==> src/rtl/sagc_consts.svh <==
// Register indices, field positions, reset values and code tables of the record gain control bank
`ifndef SAGC_CONSTS_SVH
`define SAGC_CONSTS_SVH
// =====================================================================
// Register indices (byte address = index * 4)
`define SAGC_IDX_LEFT_C      8'h1c
`define SAGC_IDX_RIGHT_A     8'h1d
`define SAGC_IDX_RIGHT_B     8'h1e
`define SAGC_IDX_RIGHT_C     8'h1f
`define SAGC_IDX_LEFT_GAIN   8'h20
`define SAGC_IDX_LSB         2
// =====================================================================
// Reset values
`define SAGC_RST_LEFT_C      8'h00
`define SAGC_RST_RIGHT_A     8'h00
`define SAGC_RST_RIGHT_B     7'h7f
`define SAGC_RST_RIGHT_C     8'h00
`define SAGC_RST_GAIN        8'h00
// =====================================================================
// Field positions
`define SAGC_HYST_HI         7
`define SAGC_HYST_LO         6
`define SAGC_THR_HI          5
`define SAGC_THR_LO          1
`define SAGC_CLIP_BIT        0
`define SAGC_EN_BIT          7
`define SAGC_TGT_HI          6
`define SAGC_TGT_LO          4
`define SAGC_ATK_HI          3
`define SAGC_ATK_LO          2
`define SAGC_DCY_HI          1
`define SAGC_DCY_LO          0
`define SAGC_MAXG_HI         7
`define SAGC_MAXG_LO         1
// =====================================================================
// Hysteresis codes and levels in dB
`define SAGC_HYST_OFF        2'h3
`define SAGC_HYST_1DB        3'h1
`define SAGC_HYST_2DB        3'h2
`define SAGC_HYST_4DB        3'h4
// Noise threshold: magnitude dB = base + step * code, code 0 disables
`define SAGC_THR_OFF         5'h00
`define SAGC_THR_BASE_DB     7'h1c
`define SAGC_THR_STEP_SH     1
// Target magnitude in 0.5 dB units: 5.5 8 10 12 14 17 20 24 dB
`define SAGC_TGT_0           6'h0b
`define SAGC_TGT_1           6'h10
`define SAGC_TGT_2           6'h14
`define SAGC_TGT_3           6'h18
`define SAGC_TGT_4           6'h1c
`define SAGC_TGT_5           6'h22
`define SAGC_TGT_6           6'h28
`define SAGC_TGT_7           6'h30
// Attack times in ms
`define SAGC_ATK_0           5'h08
`define SAGC_ATK_1           5'h0b
`define SAGC_ATK_2           5'h10
`define SAGC_ATK_3           5'h14
// Decay times in ms
`define SAGC_DCY_0           9'h064
`define SAGC_DCY_1           9'h0c8
`define SAGC_DCY_2           9'h190
`define SAGC_DCY_3           9'h1f4
// Maximum gain ceiling code, 59.5 dB in 0.5 dB steps
`define SAGC_MAXG_CEIL       7'h77
`endif

==> src/rtl/sagc_pkg.sv <==
// Types shared by the record gain control register bank
`default_nettype none
package sagc_pkg;
   // Decoded noise gate and clip settings of one channel
   typedef struct packed {
      logic       hyst_en;
      logic [2:0] hyst_db;
      logic       det_en;
      logic [6:0] thresh_db;
      logic       clip_en;
   } sagc_chan_cfg_t;

   // Decoded right channel loop settings
   typedef struct packed {
      logic       enable;
      logic [5:0] target_hdb;
      logic [4:0] attack_ms;
      logic [8:0] decay_ms;
      logic [6:0] max_gain_hdb;
      logic       times_exact;
   } sagc_loop_cfg_t;

   // APB answer
   typedef struct packed {
      logic        pready;
      logic        pslverr;
      logic [31:0] prdata;
   } sagc_apb_rsp_t;
endpackage
`default_nettype wire

==> src/rtl/sagc_chan_decode.sv <==
// Decoder of one channel's noise gate and clip control byte
`default_nettype none
`include "sagc_consts.svh"
module sagc_chan_decode
   import sagc_pkg::*;
(
   input  wire logic [7:0]     ctrl,  // Channel control byte C
   output sagc_chan_cfg_t      cfg    // Decoded settings
);
   logic [1:0] hyst_code;
   logic [4:0] thr_code;

   // =====================================================================
   // Field extraction
   assign hyst_code = ctrl[`SAGC_HYST_HI:`SAGC_HYST_LO];
   assign thr_code  = ctrl[`SAGC_THR_HI:`SAGC_THR_LO];

   // Hysteresis, threshold and clip decode
   always_comb begin
      cfg.hyst_en = (hyst_code != `SAGC_HYST_OFF);
      unique case (hyst_code)
         2'h0:    cfg.hyst_db = `SAGC_HYST_1DB;
         2'h1:    cfg.hyst_db = `SAGC_HYST_2DB;
         2'h2:    cfg.hyst_db = `SAGC_HYST_4DB;
         2'h3:    cfg.hyst_db = 3'h0;
      endcase
      cfg.det_en    = (thr_code != `SAGC_THR_OFF);
      cfg.thresh_db = cfg.det_en ?
                      `SAGC_THR_BASE_DB + 7'({thr_code, 1'b0}) : 7'h00;
      cfg.clip_en   = ctrl[`SAGC_CLIP_BIT];
   end
endmodule // sagc_chan_decode
`default_nettype wire

==> src/rtl/sagc_regs.sv <==
// Record gain control register bank: APB slave, decoded settings, left applied-gain readout
// Functional notes
// - Hysteresis codes 00/01/10 give 1/2/4 dB; code 11 disables hysteresis.
// - Left threshold code zero disables left noise and silence detection.
// - Threshold code 1 is -30 dB, each step 2 dB lower, to -90 dB.
// - Left control C bit 0 enables left clip stepping.
// - Right control A bit 7 enables right gain control; resets off.
// - Right target codes select -5.5,-8,-10,-12,-14,-17,-20,-24 dB.
// - Right attack codes select 8, 11, 16, 20 ms.
// - Right decay codes select 100, 200, 400, 500 ms.
// - Listed times hold only without double-rate operation.
// - Right maximum gain in 0.5 dB steps, 0.0 to 59.5 dB.
// - Maximum-gain codes 1110111 and above limit gain to 59.5 dB.
// - Right control C bit 0 enables right clip stepping.
// - Right threshold code zero disables right detection; same table as left.
// - Left applied gain is a read-only byte, reset zero.
// - Applied gain is two's complement in 0.5 dB, -12.0 to +59.5 dB.
//
// Register access over APB was decided locally.
`default_nettype none
`include "sagc_consts.svh"
module sagc_regs
   import sagc_pkg::*;
#(
   parameter int ADDR_W = 12                      // APB address width
) (
   input  wire logic              ref_clk,        // Core clock, 20 MHz
   input  wire logic              rst,            // Synchronous reset, active high
   input  wire logic              ce,             // Clock enable, freezes all state when low
   // APB slave
   input  wire logic              psel,           // Slave select
   input  wire logic              penable,        // Access phase
   input  wire logic              pwrite,         // Write direction
   input  wire logic [ADDR_W-1:0] paddr,          // Byte address
   input  wire logic [31:0]       pwdata,         // Write data
   input  wire logic [3:0]        pstrb,          // Byte strobes
   output logic                   pready,         // Transfer done
   output logic                   pslverr,        // Unmapped address
   output logic [31:0]            prdata,         // Read data
   // Gain loop side
   input  wire logic              double_rate,    // Double-rate audio active
   input  wire logic [6:0]        left_max_code,  // Left maximum-gain code from its own register
   input  wire logic              loop_gain_upd,  // Left loop updated its gain, pulse
   input  wire logic [7:0]        loop_gain,      // Left loop live gain, two's complement 0.5 dB
   // Decoded settings
   output sagc_chan_cfg_t         left_gate,      // Left noise gate and clip settings
   output sagc_chan_cfg_t         right_gate,     // Right noise gate and clip settings
   output sagc_loop_cfg_t         right_loop,     // Right loop settings
   output logic [7:0]             left_gain       // Left applied gain, as read back
);
   // =====================================================================
   // State
   typedef struct packed {
      logic [7:0]      left_c;
      logic [7:0]      right_a;
      logic [6:0]      right_b;
      logic [7:0]      right_c;
      logic [7:0]      gain;
      sagc_chan_cfg_t  lgate;
      sagc_chan_cfg_t  rgate;
      sagc_loop_cfg_t  rloop;
      sagc_apb_rsp_t   rsp;
   } sagc_state_t;

   sagc_state_t     state_reg;
   sagc_state_t     state_next;
   sagc_chan_cfg_t  gate_dec [2];
   logic [7:0]      ctrl_c   [2];
   logic [7:0]      idx;
   logic            aligned;
   logic            hit_lc;
   logic            hit_ra;
   logic            hit_rb;
   logic            hit_rc;
   logic            hit_gain;
   logic            mapped;
   logic            setup;
   logic            commit;
   logic [7:0]      wbyte;
   logic [7:0]      rbyte;
   logic [7:0]      lim_left;

   // =====================================================================
   // Address decode
   assign idx      = 8'(paddr >> `SAGC_IDX_LSB);
   assign aligned  = (paddr[`SAGC_IDX_LSB-1:0] == 2'h0) && ((paddr >> `SAGC_IDX_LSB) == ADDR_W'(idx));
   assign hit_lc   = aligned && (idx == `SAGC_IDX_LEFT_C);
   assign hit_ra   = aligned && (idx == `SAGC_IDX_RIGHT_A);
   assign hit_rb   = aligned && (idx == `SAGC_IDX_RIGHT_B);
   assign hit_rc   = aligned && (idx == `SAGC_IDX_RIGHT_C);
   assign hit_gain = aligned && (idx == `SAGC_IDX_LEFT_GAIN);
   assign mapped   = hit_lc | hit_ra | hit_rb | hit_rc | hit_gain;

   // Setup cycle and access completion
   assign setup  = psel && !penable;
   assign commit = psel && penable && state_reg.rsp.pready;
   assign wbyte  = pwdata[7:0];

   // =====================================================================
   // Per-channel gate decode, left then right
   assign ctrl_c[0] = (commit && pwrite && pstrb[0] && hit_lc) ? wbyte : state_reg.left_c;
   assign ctrl_c[1] = (commit && pwrite && pstrb[0] && hit_rc) ? wbyte : state_reg.right_c;

   generate
      for (genvar ch = 0; ch < 2; ch++) begin : g_chan
         sagc_chan_decode u_dec (
            .ctrl (ctrl_c[ch]),
            .cfg  (gate_dec[ch])
         );
      end
   endgenerate

   // =====================================================================
   // Read mux
   always_comb begin
      rbyte = 8'h00;
      if (hit_lc)   rbyte = state_reg.left_c;
      if (hit_ra)   rbyte = state_reg.right_a;
      if (hit_rb)   rbyte = {state_reg.right_b, 1'b0};                       // Reserved bit reads zero
      if (hit_rc)   rbyte = state_reg.right_c;
      if (hit_gain) rbyte = state_reg.gain;
   end

   // Left gain ceiling, codes at or above the top saturate
   assign lim_left = {1'b0, (left_max_code > `SAGC_MAXG_CEIL) ? `SAGC_MAXG_CEIL : left_max_code};

   // Clamp a signed loop gain to the left ceiling
   function automatic logic [7:0] sagc_clamp(input logic [7:0] g, input logic [7:0] lim);
      logic [7:0] r;
      r = ($signed(g) > $signed(lim)) ? lim : g;
      return r;
   endfunction

   // =====================================================================
   // Next-state logic
   always_comb begin
      state_next = state_reg;

      // APB answer: ready one cycle after setup, dropped after completion
      if (commit) begin
         state_next.rsp.pready  = 1'b0;
         state_next.rsp.pslverr = 1'b0;
         state_next.rsp.prdata  = 32'h0000_0000;
      end else if (setup) begin
         state_next.rsp.pready  = 1'b1;
         state_next.rsp.pslverr = !mapped;
         state_next.rsp.prdata  = (!pwrite && mapped) ? {24'h00_0000, rbyte} : 32'h0000_0000;
      end

      // Register writes take effect at completion, low lane strobed
      if (commit && pwrite && pstrb[0]) begin
         if (hit_lc) state_next.left_c  = wbyte;
         if (hit_ra) state_next.right_a = wbyte;
         if (hit_rb) state_next.right_b = wbyte[`SAGC_MAXG_HI:`SAGC_MAXG_LO];
         if (hit_rc) state_next.right_c = wbyte;
      end

      // Applied-gain readout follows the loop, held under the ceiling
      if (loop_gain_upd)
         state_next.gain = sagc_clamp(loop_gain, lim_left);
      else
         state_next.gain = sagc_clamp(state_reg.gain, lim_left);

      // Decoded gate settings
      state_next.lgate = gate_dec[0];
      state_next.rgate = gate_dec[1];

      // Right loop settings
      state_next.rloop.enable = state_next.right_a[`SAGC_EN_BIT];
      unique case (state_next.right_a[`SAGC_TGT_HI:`SAGC_TGT_LO])
         3'h0:    state_next.rloop.target_hdb = `SAGC_TGT_0;
         3'h1:    state_next.rloop.target_hdb = `SAGC_TGT_1;
         3'h2:    state_next.rloop.target_hdb = `SAGC_TGT_2;
         3'h3:    state_next.rloop.target_hdb = `SAGC_TGT_3;
         3'h4:    state_next.rloop.target_hdb = `SAGC_TGT_4;
         3'h5:    state_next.rloop.target_hdb = `SAGC_TGT_5;
         3'h6:    state_next.rloop.target_hdb = `SAGC_TGT_6;
         3'h7:    state_next.rloop.target_hdb = `SAGC_TGT_7;
      endcase
      unique case (state_next.right_a[`SAGC_ATK_HI:`SAGC_ATK_LO])
         2'h0:    state_next.rloop.attack_ms = `SAGC_ATK_0;
         2'h1:    state_next.rloop.attack_ms = `SAGC_ATK_1;
         2'h2:    state_next.rloop.attack_ms = `SAGC_ATK_2;
         2'h3:    state_next.rloop.attack_ms = `SAGC_ATK_3;
      endcase
      unique case (state_next.right_a[`SAGC_DCY_HI:`SAGC_DCY_LO])
         2'h0:    state_next.rloop.decay_ms = `SAGC_DCY_0;
         2'h1:    state_next.rloop.decay_ms = `SAGC_DCY_1;
         2'h2:    state_next.rloop.decay_ms = `SAGC_DCY_2;
         2'h3:    state_next.rloop.decay_ms = `SAGC_DCY_3;
      endcase
      state_next.rloop.max_gain_hdb = (state_next.right_b > `SAGC_MAXG_CEIL) ?
                                      `SAGC_MAXG_CEIL : state_next.right_b;
      state_next.rloop.times_exact  = !double_rate;
   end

   // =====================================================================
   // State register
   always_ff @(posedge ref_clk) begin
      if (rst) begin
         state_reg                    <= '0;
         state_reg.left_c             <= `SAGC_RST_LEFT_C;
         state_reg.right_a            <= `SAGC_RST_RIGHT_A;
         state_reg.right_b            <= `SAGC_RST_RIGHT_B;
         state_reg.right_c            <= `SAGC_RST_RIGHT_C;
         state_reg.gain               <= `SAGC_RST_GAIN;
         state_reg.lgate.hyst_en      <= 1'b1;
         state_reg.lgate.hyst_db      <= `SAGC_HYST_1DB;
         state_reg.rgate.hyst_en      <= 1'b1;
         state_reg.rgate.hyst_db      <= `SAGC_HYST_1DB;
         state_reg.rloop.target_hdb   <= `SAGC_TGT_0;
         state_reg.rloop.attack_ms    <= `SAGC_ATK_0;
         state_reg.rloop.decay_ms     <= `SAGC_DCY_0;
         state_reg.rloop.max_gain_hdb <= `SAGC_MAXG_CEIL;
         state_reg.rloop.times_exact  <= 1'b1;
      end else if (ce) begin
         state_reg <= state_next;
      end
   end

   // =====================================================================
   // Outputs straight from the state register
   assign pready     = state_reg.rsp.pready;
   assign pslverr    = state_reg.rsp.pslverr;
   assign prdata     = state_reg.rsp.prdata;
   assign left_gate  = state_reg.lgate;
   assign right_gate = state_reg.rgate;
   assign right_loop = state_reg.rloop;
   assign left_gain  = state_reg.gain;
endmodule // sagc_regs
`default_nettype wire

==> config.mk <==
export PLATFORM = sky130hd
export DESIGN_NAME = sagc_regs
export DESIGN_NICKNAME = d
export VERILOG_FILES = /design/src/rtl/sagc_pkg.sv /design/src/rtl/sagc_chan_decode.sv /design/src/rtl/sagc_regs.sv
export VERILOG_INCLUDE_DIRS = /design/src /design/src/rtl
export SDC_FILE = /design/constraint.sdc
export NUM_CORES = 1
export LEC_CHECK = 0
export ABC_AREA = 0
export ABC_CLOCK_PERIOD_IN_PS = 2800
export BUFFER_PORTS_ARGS = -buffer_cell sky130_fd_sc_hd__buf_2
export CORE_MARGIN = 4
export CORE_UTILIZATION = 50
export CTS_CLUSTER_SIZE = 24
export DETAILED_ROUTE_END_ITERATION = 10
export PLACE_DENSITY = 0.78
export SLEW_MARGIN = 5
export SYNTH_ARGS = -nofsm -noshare
export SYNTH_HDL_FRONTEND = slang
export SYNTH_SLANG_ARGS = --single-unit
export TNS_END_PERCENT = 100
==> constraint.sdc <==
create_clock -name ref_clk -period 2.8 [get_ports ref_clk]
set_input_delay 0.14 -clock ref_clk [delete_from_list [all_inputs] [get_ports ref_clk]]
set_output_delay 0.14 -clock ref_clk [all_outputs]
set_load 0.03 [all_outputs]
== After elaboration in Yosys (flattened, before gate mapping) ==
Memory sizes are Yosys's and may differ from the RTL's. A register that Yosys moved wholly into a read port is not among the register bits.
Index checks and enable logic that the tools add are counted.
Operators by class
  $add $sub $neg: 2
  $mul: 0
  divide/modulo/power cells: 0
  $lt $le $gt $ge: 4
  equal/unequal tests: 19
  shift-type cells: 0
  multiplexer cells: 25
  bitwise logic cells: 4
  reduce and logical (&&, ||, !) cells: 32
Operators with widths (number)
  $mux W8: 13
  $mux W34: 2
  $pmux W9 S4: 1
  $mux W7: 5
  $eq A8 B5 Y1 const B: 4
  $pmux W3 S4: 2
  $mux W23: 1
  $pmux W5 S4: 1
  $eq A2 B2 Y1 const B: 8
  $gt A8 B8 Y1: 2
  $add A5 B6 Y7 const A: 2
  $gt A7 B7 Y1 const B: 2
  $logic_and A1 B1 Y1: 14
  $logic_not A2 Y1: 6
  $reduce_bool A5 Y1: 2
  $eq A2 B1 Y1 const B: 4
  $eq A8 B6 Y1 const B: 1
  $reduce_and A3 Y1: 2
  $logic_not A1 Y1: 4
  $ne A2 B2 Y1 const B: 2
  $or A1 B1 Y1: 4
  $reduce_and A2 Y1: 2
  $reduce_bool A2 Y1: 2
Word-level totals
  register bits: 122
  latch bits: 0
  bits in writable memories: 0
  memory bits (read-only): 48
  memories kept: 1
Memories
  (name not given): words 8, bits a word 6, rd ports 1, clocked after memory_dff 1, wr ports 0, line sagc_regs.sv:170  | unique case (state_next.right_a[`SAGC_TGT_HI:`SAGC_TGT_LO])

== Logic depth before layout (Yosys ltp) ==
  word-level depth: 11
  mapped depth: 10

== Modules after synthesis ==
A second synthesis with hierarchy kept.
Unflattened totals
  cells, all modules: 689
  area total of the unflattened synthesis: 5878.1 um2
Modules (own cells, without submodules)
  sagc_regs: times used 1, cells each 643, area an instance 5600.4 um2, sequential area each 1921.8 um2
  sagc_chan_decode: times used 2, cells each 23, area an instance 138.9 um2, sequential area each 0.0 um2

== Worst setup path before layout ==
OpenSTA, ideal clock, no wires.
  kind: input-to-reg
  start point: input left_max_code[5]
  end point: register state_reg, in the netlist left_gain[2]
  library setup time: 0.122 ns
  arrival time: 2.192 ns
  required time: 2.678 ns
  setup slack: 0.486 ns
  stages on the path: 9
  cell sequence: inv_1 -> o31ai_1 -> ha_1 -> inv_1 -> or2_2 -> or4_1 -> o2111a_2 -> and4_4 -> a311o_1
Between the ends
  word-level cells in the longest chain between the ends: 5
  elaborated cells between the ends (all ways): 9
Ends and longest elaborated chain
  start: declaration: line sagc_regs.sv:42  | input wire logic [6:0] left_max_code,
  $gt A7 B7 Y1 (no line)
  $mux W7 (*): line sagc_regs.sv:125  | assign lim_left = {1'b0, (left_max_code > `SAGC_MAXG_CEIL) ? `SAGC_MAXG_CEIL : left_max_code};
  $gt A8 B8 Y1: line sagc_regs.sv:130  | r = ($signed(g) > $signed(lim)) ? lim : g;
  $mux W8 / $reduce_bool A2 Y1 (equally long branches)
  $mux W8 / $reduce_and A2 Y1 (equally long branches)
  end signal: assignment: line sagc_regs.sv:217  | state_reg <= state_next;
  end: declaration: line sagc_regs.sv:65  | sagc_state_t state_reg;
Mark *: on every way between the ends. The rest lies on a longest branch, timed or not. The select of a mux whose other input is x is not followed.
A chain may end at the register's enable or synchronous reset.

== Worst setup path in the final report ==
  start point: register state_reg, in the netlist left_gain[5]
  end point: register state_reg, in the netlist left_gain[1]
Between the ends
  word-level cells in the longest chain between the ends: 3
Ends and longest elaborated chain (line)
  $gt A8 B8 Y1: sagc_regs.sv:130
  $reduce_bool A2 Y1 (no line)
  $reduce_and A2 Y1 (no line)
Every way passes these cells.

==> impl_metrics.yaml <==
outcome:
  run_status: "completed"
clocking:
  cts_post_setup_buffers_inserted: 0
  cts_root_buf: "sky130_fd_sc_hd__clkbuf_16"
  cts_hold_buffers: 0
  cts_inserted_buffers: 9
  cts_tree: "yes"
  worst_skew_pair_latency_ns: 0.34
  clkSinkCount: 95
  path_clk_slew_ns: 0.06
  cts.path.max_buffers: 2
  quantity_of_gates_resized_following_cts: 0
  h-tree-depth: 3
power:
  peakVddDrop_v: 0.000429
  p_leak_nw: 2.73
  fin_total_pwr_mw: 3.12
  power-per-cell-area_nw_per_um2: 517
placement:
  buffer_ports.inserted: 112
  gp_congestion: 0.967
  hpwl_um: 10800
  placed_cells: 825
  placed_cell_area_um2: 5730
global_routing:
  grt_overflow_total: 0
  first_pass_grt_wire_length_um: 23300
  grt_max_degree: 37
  vias_in_the_first_global_route: 4697
  antenna_found_initial: 0
  grt_use_total: 0.221
synth:
  cell_area_synth_um2: 5640
  synth_enable_flop_cells: 0
  ys_ff_latch: 95
  seq_area_frac_synth: 0.337
  synthesis.instances: 661
  asyncSetResetFlopFracSynth: 0
  most_used_flip_flop_cell_after_synthesis: "sky130_fd_sc_hd__dfxtp_1"
  syn-mean-instance-area_um2: 8.53
  yosys.cell_types.count: 64
  synthesis.yosys.warnings: 0
timing:
  worst-slew-pin-transition_ns: 0.681
  maxSlewHeadroom: 0.542
  final_min_period_over_clock_period: 0.889
  final.setup_skew_ns: 0.00544
  grt_setup_unrepaired: "no"
  timing.final.setup_violations: 0
  max_clock_freq_mhz: 402
  fin_crit_ns: 2.49
  finalMaxSlewViolations: 0
  worst_case_hold_slack_ns: 0.0639
  fin_tns_setup_ns: 0
  finalHoldViolations: 0
die:
  floorplan.die_area_um2: 13000
  core-area_um2: 10900
  die_w_um: 114
  die_h_um: 114
  initial_core_util: 0.515
  io_pins: 168
  rows: 38
detailed_routing:
  wire_per_inst_um: 17.4
  dr.pass1.iters: 5
  via_count: 4844
  drc: 0
  drt.antenna.violating_nets: 0
  via_per_inst: 5.77
  detail_route.iter0.violations: 500
  routed_wirelength_um: 14600
cells_and_area:
  area.sequential_um2: 1900
  multi_input_comb_area_um2: 2910
  layout.cell_area.non_filler_um2: 6030
  largest_register_ffs: 30
  filler_cell_count: 997
  finish.net_count: 785
  share_of_cells_above_drive_strength_1: 0.230
  syn2layout_area_growth_pct: 7.04
  antenna_cells: 0
  final-instance-count-excl-fill: 839
critical_path:
  ordered_list_of_cells_on_the_worst_path: "ha_1 -> nand4b_1 -> or2_2 -> or4_1 -> o2111a_2 -> buf_4 -> mux2i_1 -> a311oi_1"
  critical_path.top_delay_family: "simple AND/OR/NAND/NOR gates"
  timing.setup.critical_path_class: "register to register"
  cp.buffers_inverters: 1
  startpoint_class_of_the_critical_path: "register"
  cp_data_arrival_time_ns: 2.74
  cp.required_ns: 3.05
  slowest_delay_ns: 0.51
  crit_slowest_cell: "sky130_fd_sc_hd__or4_1"
  cp-end-kind: "register"
  maximum_net_fanout_on_the_critical_path: 11
  rr_startpoint: "left_gain[5]"
  worst_setup_path_startpoint: "left_gain[5]"
job:
  drv.max_cap_violation_count: 0
hold_path:
  worst_hold_path_type: "input pin to register"
  holdCritStartpoint: "double_rate"
[area by class of cell]
class,instances,area share
clock inverter,4,0.0120
clock buffer,10,0.0380
multi-input combinational,443,0.482
inverter,21,0.0131
tap,140,0.0290
sequential,95,0.315
timing repair buffer,126,0.110
[logic make-up after synthesis]
| logic type | count (synthesis) | share of synthesized area |
|---|---|---|
| xor gates and xnor gates | 8 | 0.0124 |
| buffers and inverters | 150 | 0.164 |
| other | 1 | 0.000665 |
| and+or+nand+nor | 201 | 0.168 |
| muxes | 50 | 0.105 |
| adders and majority gates | 19 | 0.0417 |
| DFF | 95 | 0.337 |
| AOI/OAI and AO/OA | 137 | 0.171 |
[tightest hold or removal path, stage by stage]
cell	delay, ns
sky130_fd_sc_hd__buf_2	0.08
sky130_fd_sc_hd__nand2_1	0.04
sky130_fd_sc_hd__o21ai_0	0.06
sky130_fd_sc_hd__nand2_1	0.05
[placed cells by master (no fill, tap or decap), drive strengths merged, types with 3 or more instances in the layout]
cell / n
a211oi: 8
a21o: 4
a21oi: 41
a22o: 14
a22oi: 8
a311oi: 6
a31oi: 3
a32oi: 3
a41o: 3
and2: 4
and3: 3
and4b: 3
buf: 126
clkbuf: 10
conb: 28
dfxtp: 95
ha: 18
inv: 20
mux2i: 41
mux4: 7
nand2: 79
nand2b: 3
nand3: 14
nand4: 7
nand4b: 4
nor2: 56
nor3: 7
nor4: 5
o211ai: 10
o21ai: 17
o31ai: 4
or2: 5
xnor2: 5
xor2: 3
[through the flow]
step	setup slack, ns	utilization
finish	0.311	0.552
floorplan	0.486	-
CTS	0.343	0.552
global placement	0.137	0.524
global route	0.196	0.552
detailed placement	0.0716	0.524
[Yosys cell counts, drive strengths merged (4+ instances only)]
cell | number | area (um2)
nand4b | 4 | 35.0
mux4 | 7 | 158
nor2 | 56 | 213
nor3 | 7 | 35.0
nand4 | 7 | 43.8
or2 | 5 | 31.3
a211oi | 8 | 60.1
xnor2 | 5 | 43.8
a21oi | 41 | 205
dfxtp | 95 | 1900
mux2i | 41 | 410
a22o | 14 | 123
a21o | 4 | 30.0
o211ai | 10 | 80.1
clkbuf | 26 | 97.6
buf | 103 | 749
a22oi | 8 | 60.1
o21ai | 17 | 85.1
inv | 20 | 75.1
o31ai | 4 | 30.0
and2 | 4 | 25.0
nand3 | 14 | 70.1
ha | 18 | 225
a311oi | 6 | 52.6
nand2 | 79 | 297
nor4 | 5 | 43.8
[per-layer routing]
metal / vias up / part of all wire / track usage / wire length, um
met5: - / 0 / 0 / 0
met4: 0 / 0.024 / 0.0768 / 346
met3: 33 / 0.092 / 0.0486 / 1350
met2: 245 / 0.47 / 0.377 / 6930
met1: 2274 / 0.41 / 0.277 / 5990
li1: 2292 / - / - / -
[power by group]
part	total, mW	switching [mW]	internal (mW)
combinational	0.437	0.303	0.133
clock	1.28	0.506	0.771
sequential	1.41	0.0257	1.38
[path summary, 6_finish.rpt]
kind	endpoint	slack, ns	cells after the start
setup / recovery	left_gain[1]	0.31	8
hold reg to reg	right_gate[8]	0.45	1
setup reg to reg	left_gain[1]	0.31	8
hold / removal	right_loop[0]	0.06	4
Note: power is estimated with default switching activity, not from simulation.
